## src/include/ccra_pkg.sv

```systemverilog
// Purpose: Shared constants and types for the CPU core register set and addressing.
// Assumes: 8-bit data path, 16-bit code and expanded-RAM addresses.
// Notes: Offsets are direct special-register addresses.
package ccra_pkg;
	localparam int unsigned DATA_W = 8;
	localparam int unsigned ADDR_W = 16;
	localparam int unsigned BANK_W = 2;
	localparam int unsigned REG_SEL_W = 3;
	localparam int unsigned CYC_W = 3;

	localparam logic [7:0] OFS_STACK = 8'h81;
	localparam logic [7:0] OFS_DPL = 8'h82;
	localparam logic [7:0] OFS_DPH = 8'h83;
	localparam logic [7:0] OFS_FLAGS = 8'hD0;
	localparam logic [7:0] OFS_MAIN = 8'hF0;
	localparam logic [7:0] OFS_SECOND = 8'hF0;
	localparam logic [7:0] SFR_BASE = 8'h80;

	localparam logic [7:0] RST_STACK = 8'h07;
	localparam logic [7:0] RST_ZERO = 8'h00;
	localparam logic [15:0] RST_ZERO16 = 16'h0000;

	localparam int unsigned BIT_CY = 7;
	localparam int unsigned BIT_AC = 6;
	localparam int unsigned BIT_F0 = 5;
	localparam int unsigned BIT_BANK_HI = 4;
	localparam int unsigned BIT_BANK_LO = 3;
	localparam int unsigned BIT_OV = 2;
	localparam int unsigned BIT_F1 = 1;
	localparam int unsigned BIT_PAR = 0;

	localparam logic [2:0] CYC_MIN = 3'h1;
	localparam logic [2:0] CYC_ONE = 3'h1;
	localparam logic [2:0] CYC_NONE = 3'h0;
	localparam logic [7:0] STACK_STEP = 8'h01;
	localparam logic [15:0] ADDR_STEP = 16'h0001;
	localparam logic [7:0] HIGH_ZERO = 8'h00;
	localparam logic [2:0] BANK_TOP_ZERO = 3'h0;

	typedef enum logic [3:0] {
		MODE_DIR = 4'h0,
		MODE_IND_RI = 4'h1,
		MODE_PUSH = 4'h2,
		MODE_POP = 4'h3,
		MODE_IND_DATA_POINTER_16 = 4'h4,
		MODE_REG = 4'h5,
		MODE_RSPEC = 4'h6,
		MODE_IMM = 4'h7,
		MODE_IDX_DATA_POINTER_16 = 4'h8,
		MODE_IDX_PC = 4'h9,
		MODE_JMP_IDX = 4'hA,
		MODE_DATA_POINTER_16_INC = 4'hB,
		MODE_DATA_POINTER_16_LOAD = 4'hC
	} ccra_mode_t;

	typedef enum logic [2:0] {
		SPACE_NONE = 3'h0,
		SPACE_IRAM = 3'h1,
		SPACE_SFR = 3'h2,
		SPACE_XRAM = 3'h3,
		SPACE_CODE = 3'h4
	} ccra_space_t;

	typedef enum logic [2:0] {
		BOP_NONE = 3'h0,
		BOP_CLR = 3'h1,
		BOP_SET = 3'h2,
		BOP_CPL = 3'h3,
		BOP_MOV = 3'h4,
		BOP_ANL = 3'h5,
		BOP_ORL = 3'h6
	} ccra_bitop_t;
endpackage
```

## src/core/ccra_addr_gen.sv

```systemverilog
// Purpose: Forms the operand space and address for each addressing mode.
// Assumes: Register and pointer values are current state of the top module.
// Notes: Combinational; the top module registers the result.
`timescale 1ns/10ps
module ccra_addr_gen (
	input wire logic [3:0] mode_i,
	input wire logic [7:0] field_i,
	input wire logic ext_i,
	input wire logic [7:0] ri_val_i,
	input wire logic [7:0] stack_i,
	input wire logic [15:0] data_pointer_16_i,
	input wire logic [7:0] acc_i,
	input wire logic [15:0] pc_i,
	input wire logic [1:0] bank_i,
	output logic [2:0] space_o,
	output logic [15:0] addr_o,
	output logic local_o,
	output logic wr_ok_o
);
	logic [15:0] acc_wide;
	logic sfr_hit;

	assign acc_wide = {ccra_pkg::HIGH_ZERO, acc_i};
	assign sfr_hit = (field_i == ccra_pkg::OFS_STACK) || (field_i == ccra_pkg::OFS_DPL) ||
		(field_i == ccra_pkg::OFS_DPH) || (field_i == ccra_pkg::OFS_FLAGS) ||
		(field_i == ccra_pkg::OFS_MAIN) || (field_i == ccra_pkg::OFS_SECOND);

	always_comb begin
		space_o = ccra_pkg::SPACE_NONE;
		addr_o = ccra_pkg::RST_ZERO16;
		local_o = 1'b0;
		wr_ok_o = 1'b1;
		case (mode_i)
			ccra_pkg::MODE_DIR: begin
				// Upper half goes to special registers, never upper RAM
				addr_o = {ccra_pkg::HIGH_ZERO, field_i};
				if (field_i >= ccra_pkg::SFR_BASE) begin
					space_o = ccra_pkg::SPACE_SFR;
					local_o = sfr_hit;
				end else begin
					space_o = ccra_pkg::SPACE_IRAM;
				end
			end
			ccra_pkg::MODE_IND_RI: begin
				space_o = ext_i ? ccra_pkg::SPACE_XRAM : ccra_pkg::SPACE_IRAM;
				addr_o = {ccra_pkg::HIGH_ZERO, ri_val_i};
			end
			ccra_pkg::MODE_PUSH: begin
				space_o = ccra_pkg::SPACE_IRAM;
				addr_o = {ccra_pkg::HIGH_ZERO, stack_i + ccra_pkg::STACK_STEP};
			end
			ccra_pkg::MODE_POP: begin
				space_o = ccra_pkg::SPACE_IRAM;
				addr_o = {ccra_pkg::HIGH_ZERO, stack_i};
			end
			ccra_pkg::MODE_IND_DATA_POINTER_16: begin
				space_o = ccra_pkg::SPACE_XRAM;
				addr_o = data_pointer_16_i;
			end
			ccra_pkg::MODE_REG: begin
				space_o = ccra_pkg::SPACE_IRAM;
				addr_o = {ccra_pkg::HIGH_ZERO, ccra_pkg::BANK_TOP_ZERO, bank_i,
					field_i[2:0]};
			end
			ccra_pkg::MODE_RSPEC: begin
				local_o = 1'b1;
			end
			ccra_pkg::MODE_IMM: begin
				space_o = ccra_pkg::SPACE_CODE;
				addr_o = pc_i + ccra_pkg::ADDR_STEP;
				wr_ok_o = 1'b0;
			end
			ccra_pkg::MODE_IDX_DATA_POINTER_16: begin
				space_o = ccra_pkg::SPACE_CODE;
				addr_o = data_pointer_16_i + acc_wide;
				wr_ok_o = 1'b0;
			end
			ccra_pkg::MODE_IDX_PC: begin
				space_o = ccra_pkg::SPACE_CODE;
				addr_o = pc_i + acc_wide;
				wr_ok_o = 1'b0;
			end
			ccra_pkg::MODE_JMP_IDX: begin
				addr_o = data_pointer_16_i + acc_wide;
				local_o = 1'b1;
				wr_ok_o = 1'b0;
			end
			ccra_pkg::MODE_DATA_POINTER_16_INC,
			ccra_pkg::MODE_DATA_POINTER_16_LOAD: begin
				local_o = 1'b1;
			end
			default: begin
				space_o = ccra_pkg::SPACE_NONE;
				wr_ok_o = 1'b0;
			end
		endcase
	end
endmodule

```

## src/core/ccra_core_regs.sv

```systemverilog
// Purpose: CPU core registers, flag word and operand address formation.
// Assumes: Pipeline requests are synchronous to ref_clk_i.
// Notes: Register banks live in internal RAM outside this block.
`timescale 1ns/10ps
module ccra_core_regs #(
	parameter int unsigned DATA_W = ccra_pkg::DATA_W
) (
	input wire logic ref_clk_i,
	input wire logic rst_n_i,
	input wire logic req_valid_i,
	input wire logic [3:0] req_mode_i,
	input wire logic [7:0] req_field_i,
	input wire logic req_write_i,
	input wire logic req_ext_i,
	input wire logic [7:0] req_wdata_i,
	input wire logic [15:0] req_imm16_i,
	input wire logic [2:0] req_cycles_i,
	input wire logic [7:0] ri_val_i,
	input wire logic [15:0] pc_i,
	input wire logic acc_we_i,
	input wire logic [7:0] acc_wdata_i,
	input wire logic b_we_i,
	input wire logic [7:0] b_wdata_i,
	input wire logic alu_flags_we_i,
	input wire logic alu_cy_i,
	input wire logic alu_ac_i,
	input wire logic alu_ov_i,
	input wire logic [2:0] bit_op_i,
	input wire logic bit_in_i,
	output logic req_ready_o,
	output logic done_o,
	output logic mem_valid_o,
	output logic [2:0] mem_space_o,
	output logic [15:0] mem_addr_o,
	output logic mem_wr_o,
	output logic [7:0] mem_wdata_o,
	output logic rd_valid_o,
	output logic [7:0] rd_data_o,
	output logic jmp_valid_o,
	output logic [15:0] jmp_target_o,
	output logic [7:0] main_operand_o,
	output logic [7:0] second_operand_o,
	output logic [7:0] stack_top_pointer_o,
	output logic [15:0] data_pointer_16_o,
	output logic [7:0] cpu_flags_word_o,
	output logic [1:0] bank_select_o,
	output logic carry_flag_o
);
	////////////////////////////////////////////////////////////////////////////////
	// Request acceptance and addressing
	logic [7:0] main_operand_reg;
	logic [7:0] main_operand_next;
	logic [7:0] second_operand_reg;
	logic [7:0] stack_top_pointer_reg;
	logic [7:0] data_pointer_low_reg;
	logic [7:0] data_pointer_high_reg;
	logic [7:0] cpu_flags_word_reg;
	logic [2:0] cyc_cnt_reg;
	logic busy_reg;
	logic done_reg;
	logic accept;
	logic [2:0] space;
	logic [15:0] addr;
	logic local_hit;
	logic wr_ok;
	logic parity_next;
	logic [15:0] data_pointer_16;
	logic [1:0] bank;
	logic sfr_wr;
	logic rspec_wr;
	logic [7:0] local_rdata;
	logic carry_bit;

	assign accept = req_valid_i && !busy_reg;
	assign data_pointer_16 = {data_pointer_high_reg, data_pointer_low_reg};
	assign bank = {cpu_flags_word_reg[ccra_pkg::BIT_BANK_HI],
		cpu_flags_word_reg[ccra_pkg::BIT_BANK_LO]};
	assign carry_bit = cpu_flags_word_reg[ccra_pkg::BIT_CY];
	assign sfr_wr = accept && req_write_i && local_hit && (req_mode_i == ccra_pkg::MODE_DIR);
	assign rspec_wr = accept && req_write_i && (req_mode_i == ccra_pkg::MODE_RSPEC);

	ccra_addr_gen u_addr_gen (
		.mode_i(req_mode_i),
		.field_i(req_field_i),
		.ext_i(req_ext_i),
		.ri_val_i(ri_val_i),
		.stack_i(stack_top_pointer_reg),
		.data_pointer_16_i(data_pointer_16),
		.acc_i(main_operand_reg),
		.pc_i(pc_i),
		.bank_i(bank),
		.space_o(space),
		.addr_o(addr),
		.local_o(local_hit),
		.wr_ok_o(wr_ok)
	);

	////////////////////////////////////////////////////////////////////////////////
	// Instruction cycle counter
	always_ff @(posedge ref_clk_i or negedge rst_n_i) begin
		if (!rst_n_i) begin
			cyc_cnt_reg <= ccra_pkg::CYC_NONE;
			busy_reg <= 1'b0;
			done_reg <= 1'b0;
		end else if (accept) begin
			// A zero count is held to the one-cycle minimum
			if (req_cycles_i <= ccra_pkg::CYC_MIN) begin
				cyc_cnt_reg <= ccra_pkg::CYC_NONE;
				busy_reg <= 1'b0;
				done_reg <= 1'b1;
			end else begin
				cyc_cnt_reg <= req_cycles_i - ccra_pkg::CYC_ONE;
				busy_reg <= 1'b1;
				done_reg <= 1'b0;
			end
		end else if (cyc_cnt_reg != ccra_pkg::CYC_NONE) begin
			cyc_cnt_reg <= cyc_cnt_reg - ccra_pkg::CYC_ONE;
			busy_reg <= (cyc_cnt_reg != ccra_pkg::CYC_ONE);
			done_reg <= (cyc_cnt_reg == ccra_pkg::CYC_ONE);
		end else begin
			done_reg <= 1'b0;
		end
	end

	////////////////////////////////////////////////////////////////////////////////
	// Main operand register and its parity
	always_comb begin
		main_operand_next = main_operand_reg;
		if (rspec_wr && !req_field_i[0]) begin
			main_operand_next = req_wdata_i;
		end else if (acc_we_i) begin
			main_operand_next = acc_wdata_i;
		end
	end

	ccra_parity #(
		.WIDTH(DATA_W)
	) u_parity (
		.data_i(main_operand_next),
		.odd_o(parity_next)
	);

	always_ff @(posedge ref_clk_i or negedge rst_n_i) begin
		if (!rst_n_i) begin
			main_operand_reg <= ccra_pkg::RST_ZERO;
		end else begin
			main_operand_reg <= main_operand_next;
		end
	end

	////////////////////////////////////////////////////////////////////////////////
	// Second operand register
	always_ff @(posedge ref_clk_i or negedge rst_n_i) begin
		if (!rst_n_i) begin
			second_operand_reg <= ccra_pkg::RST_ZERO;
		end else if (rspec_wr && req_field_i[0]) begin
			second_operand_reg <= req_wdata_i;
		end else if (sfr_wr && (req_field_i == ccra_pkg::OFS_SECOND)) begin
			second_operand_reg <= req_wdata_i;
		end else if (b_we_i) begin
			second_operand_reg <= b_wdata_i;
		end
	end

	////////////////////////////////////////////////////////////////////////////////
	// Stack pointer
	always_ff @(posedge ref_clk_i or negedge rst_n_i) begin
		if (!rst_n_i) begin
			stack_top_pointer_reg <= ccra_pkg::RST_STACK;
		end else if (accept && (req_mode_i == ccra_pkg::MODE_PUSH)) begin
			stack_top_pointer_reg <= stack_top_pointer_reg + ccra_pkg::STACK_STEP;
		end else if (accept && (req_mode_i == ccra_pkg::MODE_POP)) begin
			stack_top_pointer_reg <= stack_top_pointer_reg - ccra_pkg::STACK_STEP;
		end else if (sfr_wr && (req_field_i == ccra_pkg::OFS_STACK)) begin
			stack_top_pointer_reg <= req_wdata_i;
		end
	end

	////////////////////////////////////////////////////////////////////////////////
	// Data pointer
	always_ff @(posedge ref_clk_i or negedge rst_n_i) begin
		if (!rst_n_i) begin
			data_pointer_low_reg <= ccra_pkg::RST_ZERO;
			data_pointer_high_reg <= ccra_pkg::RST_ZERO;
		end else if (accept && (req_mode_i == ccra_pkg::MODE_DATA_POINTER_16_INC)) begin
			{data_pointer_high_reg, data_pointer_low_reg} <= data_pointer_16 + ccra_pkg::ADDR_STEP;
		end else if (accept && (req_mode_i == ccra_pkg::MODE_DATA_POINTER_16_LOAD)) begin
			{data_pointer_high_reg, data_pointer_low_reg} <= req_imm16_i;
		end else if (sfr_wr && (req_field_i == ccra_pkg::OFS_DPL)) begin
			data_pointer_low_reg <= req_wdata_i;
		end else if (sfr_wr && (req_field_i == ccra_pkg::OFS_DPH)) begin
			data_pointer_high_reg <= req_wdata_i;
		end
	end

	////////////////////////////////////////////////////////////////////////////////
	// Flag word
	always_ff @(posedge ref_clk_i or negedge rst_n_i) begin
		if (!rst_n_i) begin
			cpu_flags_word_reg <= ccra_pkg::RST_ZERO;
		end else begin
			if (sfr_wr && (req_field_i == ccra_pkg::OFS_FLAGS)) begin
				cpu_flags_word_reg[ccra_pkg::BIT_CY:ccra_pkg::BIT_F1] <=
					req_wdata_i[ccra_pkg::BIT_CY:ccra_pkg::BIT_F1];
			end
			if (alu_flags_we_i) begin
				cpu_flags_word_reg[ccra_pkg::BIT_CY] <= alu_cy_i;
				cpu_flags_word_reg[ccra_pkg::BIT_AC] <= alu_ac_i;
				cpu_flags_word_reg[ccra_pkg::BIT_OV] <= alu_ov_i;
			end
			// Boolean work on carry overrides an arithmetic carry
			case (bit_op_i)
				ccra_pkg::BOP_CLR: cpu_flags_word_reg[ccra_pkg::BIT_CY] <= 1'b0;
				ccra_pkg::BOP_SET: cpu_flags_word_reg[ccra_pkg::BIT_CY] <= 1'b1;
				ccra_pkg::BOP_CPL: cpu_flags_word_reg[ccra_pkg::BIT_CY] <= !carry_bit;
				ccra_pkg::BOP_MOV: cpu_flags_word_reg[ccra_pkg::BIT_CY] <= bit_in_i;
				ccra_pkg::BOP_ANL: begin
					cpu_flags_word_reg[ccra_pkg::BIT_CY] <= carry_bit & bit_in_i;
				end
				ccra_pkg::BOP_ORL: begin
					cpu_flags_word_reg[ccra_pkg::BIT_CY] <= carry_bit | bit_in_i;
				end
				default: begin
				end
			endcase
			// Parity cannot be written; it always mirrors the main operand
			cpu_flags_word_reg[ccra_pkg::BIT_PAR] <= parity_next;
		end
	end

	////////////////////////////////////////////////////////////////////////////////
	// Local read data
	always_comb begin
		local_rdata = ccra_pkg::RST_ZERO;
		if (req_mode_i == ccra_pkg::MODE_RSPEC) begin
			local_rdata = req_field_i[0] ? second_operand_reg : main_operand_reg;
		end else begin
			case (req_field_i)
				ccra_pkg::OFS_STACK: local_rdata = stack_top_pointer_reg;
				ccra_pkg::OFS_DPL: local_rdata = data_pointer_low_reg;
				ccra_pkg::OFS_DPH: local_rdata = data_pointer_high_reg;
				ccra_pkg::OFS_FLAGS: local_rdata = cpu_flags_word_reg;
				ccra_pkg::OFS_SECOND: local_rdata = second_operand_reg;
				default: local_rdata = ccra_pkg::RST_ZERO;
			endcase
		end
	end

	////////////////////////////////////////////////////////////////////////////////
	// Operand access outputs
	always_ff @(posedge ref_clk_i or negedge rst_n_i) begin
		if (!rst_n_i) begin
			mem_valid_o <= 1'b0;
			mem_space_o <= ccra_pkg::SPACE_NONE;
			mem_addr_o <= ccra_pkg::RST_ZERO16;
			mem_wr_o <= 1'b0;
			mem_wdata_o <= ccra_pkg::RST_ZERO;
		end else if (accept && !local_hit && (space != ccra_pkg::SPACE_NONE)) begin
			mem_valid_o <= 1'b1;
			mem_space_o <= space;
			mem_addr_o <= addr;
			mem_wr_o <= (req_mode_i == ccra_pkg::MODE_PUSH) ||
				(req_write_i && wr_ok && (req_mode_i != ccra_pkg::MODE_POP));
			mem_wdata_o <= req_wdata_i;
		end else begin
			mem_valid_o <= 1'b0;
			mem_wr_o <= 1'b0;
		end
	end

	always_ff @(posedge ref_clk_i or negedge rst_n_i) begin
		if (!rst_n_i) begin
			rd_valid_o <= 1'b0;
			rd_data_o <= ccra_pkg::RST_ZERO;
		end else if (accept && !req_write_i && ((req_mode_i == ccra_pkg::MODE_RSPEC) ||
			(local_hit && (req_mode_i == ccra_pkg::MODE_DIR)))) begin
			rd_valid_o <= 1'b1;
			rd_data_o <= local_rdata;
		end else begin
			rd_valid_o <= 1'b0;
		end
	end

	always_ff @(posedge ref_clk_i or negedge rst_n_i) begin
		if (!rst_n_i) begin
			jmp_valid_o <= 1'b0;
			jmp_target_o <= ccra_pkg::RST_ZERO16;
		end else if (accept && (req_mode_i == ccra_pkg::MODE_JMP_IDX)) begin
			jmp_valid_o <= 1'b1;
			jmp_target_o <= addr;
		end else begin
			jmp_valid_o <= 1'b0;
		end
	end

	////////////////////////////////////////////////////////////////////////////////
	// Register views
	always_ff @(posedge ref_clk_i or negedge rst_n_i) begin
		if (!rst_n_i) begin
			req_ready_o <= 1'b1;
			done_o <= 1'b0;
		end else begin
			req_ready_o <= !busy_reg;
			done_o <= done_reg;
		end
	end

	assign main_operand_o = main_operand_reg;
	assign second_operand_o = second_operand_reg;
	assign stack_top_pointer_o = stack_top_pointer_reg;
	assign data_pointer_16_o = data_pointer_16;
	assign cpu_flags_word_o = cpu_flags_word_reg;
	assign bank_select_o = bank;
	assign carry_flag_o = carry_bit;
endmodule

```

## src/core/ccra_parity.sv

```systemverilog
// Purpose: Odd-ones detector over a data word.
// Assumes: Purely combinational.
// Notes: One generate stage per bit.
`timescale 1ns/10ps
module ccra_parity #(
	parameter int unsigned WIDTH = 8
) (
	input wire logic [WIDTH-1:0] data_i,
	output logic odd_o
);
	logic [WIDTH:0] chain;

	assign chain[0] = 1'b0;
	for (genvar i = 0; i < WIDTH; i++) begin : g_bit
		assign chain[i+1] = chain[i] ^ data_i[i];
	end
	assign odd_o = chain[WIDTH];
endmodule

```

## config.mk

```make
export PLATFORM = sky130hd
export DESIGN_NAME = ccra_core_regs
export DESIGN_NICKNAME = d
export VERILOG_FILES = /design/src/include/ccra_pkg.sv /design/src/core/ccra_addr_gen.sv /design/src/core/ccra_core_regs.sv /design/src/core/ccra_parity.sv
export SDC_FILE = /design/constraint.sdc
export NUM_CORES = 1
export LEC_CHECK = 0
export BUFFER_PORTS_ARGS = -buffer_cell sky130_fd_sc_hd__buf_4
export CORE_UTILIZATION = 25
export CTS_CLUSTER_DIAMETER = 50
export DETAILED_ROUTE_END_ITERATION = 16
export SYNTH_ARGS = -nofsm -noshare
export SYNTH_HDL_FRONTEND = slang
export SYNTH_SLANG_ARGS = --single-unit
export TNS_END_PERCENT = 100
```

## constraint.sdc

```tcl
create_clock -name ref_clk_i -period 6.25 [get_ports ref_clk_i]
set_clock_uncertainty 0.2 [all_clocks]
set_input_delay 1.25 -clock ref_clk_i [delete_from_list [all_inputs] [get_ports ref_clk_i]]
set_output_delay 1.25 -clock ref_clk_i [all_outputs]
set_load 0.05 [all_outputs]
```

==> tab_implementation.tex <==
\begin{tabular}{lr}
\hline
Metric & Value \\
\hline
\multicolumn{2}{l}{\textbf{Outcome}} \\
\quad Result of the run & finished, final reports clean \\
\multicolumn{2}{l}{\textbf{GRT}} \\
\quad Met2 capacity usage during global routing & 0.303 \\
\quad Number of antenna violations at the first check in global routing & 0 \\
\quad Met3 usage in global routing & 0.0473 \\
\quad Maximum number of pins on one net before global-route repair & 65 \\
\quad GR Overflow Total & 0 \\
\quad Global routing usage summed across all routing layers & 0.200 \\
\quad Met1 track utilization from global routing & 0.276 \\
\quad Busiest layer in global routing & met2 \\
\quad Global-route wire length before repair & 47600 um \\
\quad Vias in the first global route & 7661 \\
\multicolumn{2}{l}{\textbf{Min path}} \\
\quad Class of the worst hold path & flop to flop \\
\quad Terminating pin of the worst hold path & done\_o \\
\quad Hold Path Depth & 0 \\
\quad Startpoint of the worst hold path & done\_reg \\
\multicolumn{2}{l}{\textbf{Layout}} \\
\quad Net count reported at finish & 1205 \\
\quad Fraction of final layout cells with drive strength greater than 1 & 0.234 \\
\quad Final cell count without fillers & 1491 \\
\quad Area delta synth->final & 26.7\% \\
\quad Antenna cell count & 0 \\
\quad Biggest registers after layout & jmp\_target\_o (16), mem\_addr\_o (16) \\
\multicolumn{2}{l}{\textbf{Synth}} \\
\quad Netlist area before placement & 0.00782 mm2 \\
\quad Number of synthesized register bits & 110 \\
\quad Cells taking the most area after synthesis & sky130\_fd\_sc\_hd\_\_dfrtp\_1 34\%, sky130\_fd\_sc\_hd\_\_mux2i\_1 7.3\%, sky130\_fd\_sc\_hd\_\_nand2\_1 6.5\% \\
\quad Share of the synthesized area in the top cell type & 0.339 \\
\quad Cell type with the largest total area after synthesis & sky130\_fd\_sc\_hd\_\_dfrtp\_1 \\
\quad Number of distinct library cells after synthesis & 69 \\
\quad Number of enable-type register cells in the synthesized netlist & 0 \\
\quad Sequential share of the synthesized area & 0.353 \\
\quad Nets in the synthesized netlist & 1052 \\
\quad Share of async-settable or async-resettable flops after synthesis & 1.00 \\
\quad Post-Syn Area per Cell & 8.34 um2 \\
\quad Yosys warning total & 0 \\
\quad Most common flop cell mapped by yosys & sky130\_fd\_sc\_hd\_\_dfrtp\_1 \\
\quad Count of mapped cells out of synthesis & 938 \\
\multicolumn{2}{l}{\textbf{Routing}} \\
\quad First-iteration detailed-routing DRC count & 609 \\
\quad Number of optimization iterations in the first detailed-route pass & 7 \\
\quad Via count & 8018 \\
\quad Per-cell routed wire length & 21.5 um \\
\quad Sum of routed wire length over all layers & 32100 um \\
\quad Number of nets with antenna violations after detailed routing & 0 \\
\quad Mean number of vias per cell & 5.38 \\
\quad Residual DRC & 0 \\
\multicolumn{2}{l}{\textbf{STA}} \\
\quad Final-report max-slew violation count & 0 \\
\quad Setup TNS & 0 ns \\
\quad Post-route clock period utilization & 0.666 \\
\quad Transition time at the pin with the least slew margin & 1.12 ns \\
\quad Final hold violation count & 0 \\
\quad Count of final setup violators & 0 \\
\quad Max Clock Freq & 0.240 GHz \\
\quad Min cycle time layout & 4.16 ns \\
\quad Max transition margin & 0.235 \\
\quad Setup repair after global routing missed its margin & false \\
\multicolumn{2}{l}{\textbf{Clocking}} \\
\quad \# Post-CTS Setup Buffers & 0 \\
\quad Clock Latency Late Sink & 0.36 ns \\
\quad Clock tree sinks & 110 \\
\quad Clock root buffer master & sky130\_fd\_sc\_hd\_\_clkbuf\_16 \\
\quad TritonCTS buffer count & 9 \\
\quad Clock slew at the register clock pins of the worst setup and hold paths & 0.08 ns \\
\quad Post-cts gate resize count & 0 \\
\quad Clk buf depth & 2 \\
\quad CTS Hold Bufs & 0 \\
\quad CTS tree & built \\
\quad H-tree levels & 3 \\
\multicolumn{2}{l}{\textbf{Floorplan}} \\
\quad Initial Utilization & 0.255 \\
\quad Num rows & 64 \\
\quad Total core area & 0.0307 mm2 \\
\quad Die height & 179 um \\
\quad Overall die area & 0.0320 mm2 \\
\quad Die outline width & 179 um \\
\quad Ports & 202 \\
\multicolumn{2}{l}{\textbf{Setup path}} \\
\quad Setup slack of the most critical reg-to-reg path & 3.25 ns \\
\quad Path type of the worst setup path & primary input to flop \\
\quad Endpoint type of the worst setup path & flop \\
\quad Worst reg-to-reg path cell count & 9 \\
\quad Worst endpoint required time & 6.30 ns \\
\quad Kind of start point of the critical path & primary input \\
\quad Highest fanout seen on the critical path & 28 \\
\quad R2R Path Start & data\_pointer\_low\_reg[0] \\
\quad Arrival @ worst endpoint & 4.22 ns \\
\quad Worst reg2reg endpoint & mem\_addr\_o[14] \\
\multicolumn{2}{l}{\textbf{Place}} \\
\quad Half-perimeter wire length after detailed placement & 24200 um \\
\quad Count of input and output buffers & 201 \\
\quad Number of instances in the placed design & 1476 \\
\quad Placer's final routability congestion estimate & 0.929 \\
\multicolumn{2}{l}{\textbf{Power}} \\
\quad Cell Pwr Density & 379 mW/mm2 \\
\quad Worst voltage drop across the vdd grid & 0.216 mV \\
\quad LEAKAGE & 0.00441 uW \\
\multicolumn{2}{l}{\textbf{Job}} \\
\quad Reported max-cap violation count & 0 \\
\hline
\end{tabular}
## synthesized netlist by cell type (all sizes together), types with 3 or more instances
cell type,instances
a22oi,8
xnor2,28
or3,3
a211o,3
o21ai,74
clkbuf,42
o22ai,11
o31ai,3
a2bb2oi,3
or2,3
dfrtp,106
xor2,24
buf,26
a22o,11
nand2b,9
and2,4
ha,19
a32oi,4
nand2,136
o21a,4
nor3b,6
a211oi,8
a21oi,80
and3,8
nor2b,5
o221ai,3
mux2,14
nor4,8
o211ai,6
o32ai,5
inv,21
a21o,6
nor3,17
a221oi,18
mux2i,57
o22a,7
nand3,31
dfstp,4
nor2,77
nand4,10
## worst max-delay path by stage
| stage | startpoint | slack (ns) | cells after the start | to |
|---|---|---|---|---|
| 4_1_cts | req_mode_i[0] | 2.15 | 12 | mem_addr_o[14] |
| 3_3_place_gp | req_mode_i[0] | 1.81 | 12 | mem_addr_o[14] |
| 5_1_grt | req_mode_i[3] | 1.90 | 11 | jmp_target_o[9] |
| 3_5_place_dp | req_mode_i[0] | 1.77 | 12 | mem_addr_o[14] |
| 2_1_floorplan | req_mode_i[0] | 1.79 | 12 | mem_addr_o[14] |
| 6_report | req_mode_i[0] | 2.09 | 12 | mem_addr_o[14] |
## final cells by class
| class | instances | area (um2) |
|---|---|---|
| Clock buffer | 9 | 225 |
| Clock inverter | 6 | 72.6 |
| Fill cell | 3276 | 20800 |
| Inverter | 21 | 78.8 |
| Multi-Input combinational cell | 739 | 4700 |
| Sequential cell | 110 | 2760 |
| Tap cell | 396 | 495 |
| Timing Repair Buffer | 210 | 1580 |
## cell families (layout without fill, tap and decap cells)
family	Yosys count	count (layout)	synth area share
adders and majority gates	20	20	0.0329
muxes	71	71	0.0931
xor gates and xnor gates	52	52	0.0582
AOI/OAI and AO/OA	271	271	0.222
and+or+nand+nor	325	325	0.194
DFF	110	110	0.353
buffers and inverters	89	246	0.0478
## cells in the final DEF, fill, tap and decap left out, drive strengths merged, types with 14 or more instances in the layout
cell type	Yosys	routed
inv	21	22
o21ai	74	74
buf	26	210
nor3	17	17
a21oi	80	80
xor2	24	24
dfrtp	106	106
a221oi	18	18
nor2	77	77
mux2i	57	57
nand2	136	136
nand3	31	31
xnor2	28	28
ha	19	19
mux2	14	14
## critical path: stages
cell	delay [ns]
sky130_fd_sc_hd__buf_4	0.22
sky130_fd_sc_hd__nor3b_4	0.22
sky130_fd_sc_hd__buf_4	0.34
sky130_fd_sc_hd__mux2_2	0.39
sky130_fd_sc_hd__ha_1	0.22
sky130_fd_sc_hd__fa_1	0.42
sky130_fd_sc_hd__nand3_1	0.13
sky130_fd_sc_hd__a21oi_1	0.12
sky130_fd_sc_hd__o211ai_1	0.34
sky130_fd_sc_hd__or3_1	0.19
sky130_fd_sc_hd__nand3_1	0.08
sky130_fd_sc_hd__mux2_2	0.27
## routing by layer
layer,up-vias,wire length [um],part of all wire
li1,3682,-,-
met1,3870,14300,0.45
met2,416,14000,0.44
met3,50,2870,0.090
met4,0,929,0.029
met5,-,0,0
## power by group
part	internal, uW	switching [uW]
Combinational	595	1220
Sequential	927	401
Clock	314	295
## per-stage QoR
step	worst slack (ns)	area [um2]	hold WS, ns	utilization	power (uW)
after floorplan	1.79	7820	0.131	-	2430
after global placement	1.81	9610	0.135	0.313	3140
after detailed placement	1.77	9610	0.139	0.313	3160
after CTS	2.15	9910	0.159	0.323	3770
after global routing	1.90	9910	0.168	0.323	3950
final	2.09	9910	0.154	0.323	3760
Note: power is estimated with default switching activity, not from simulation.
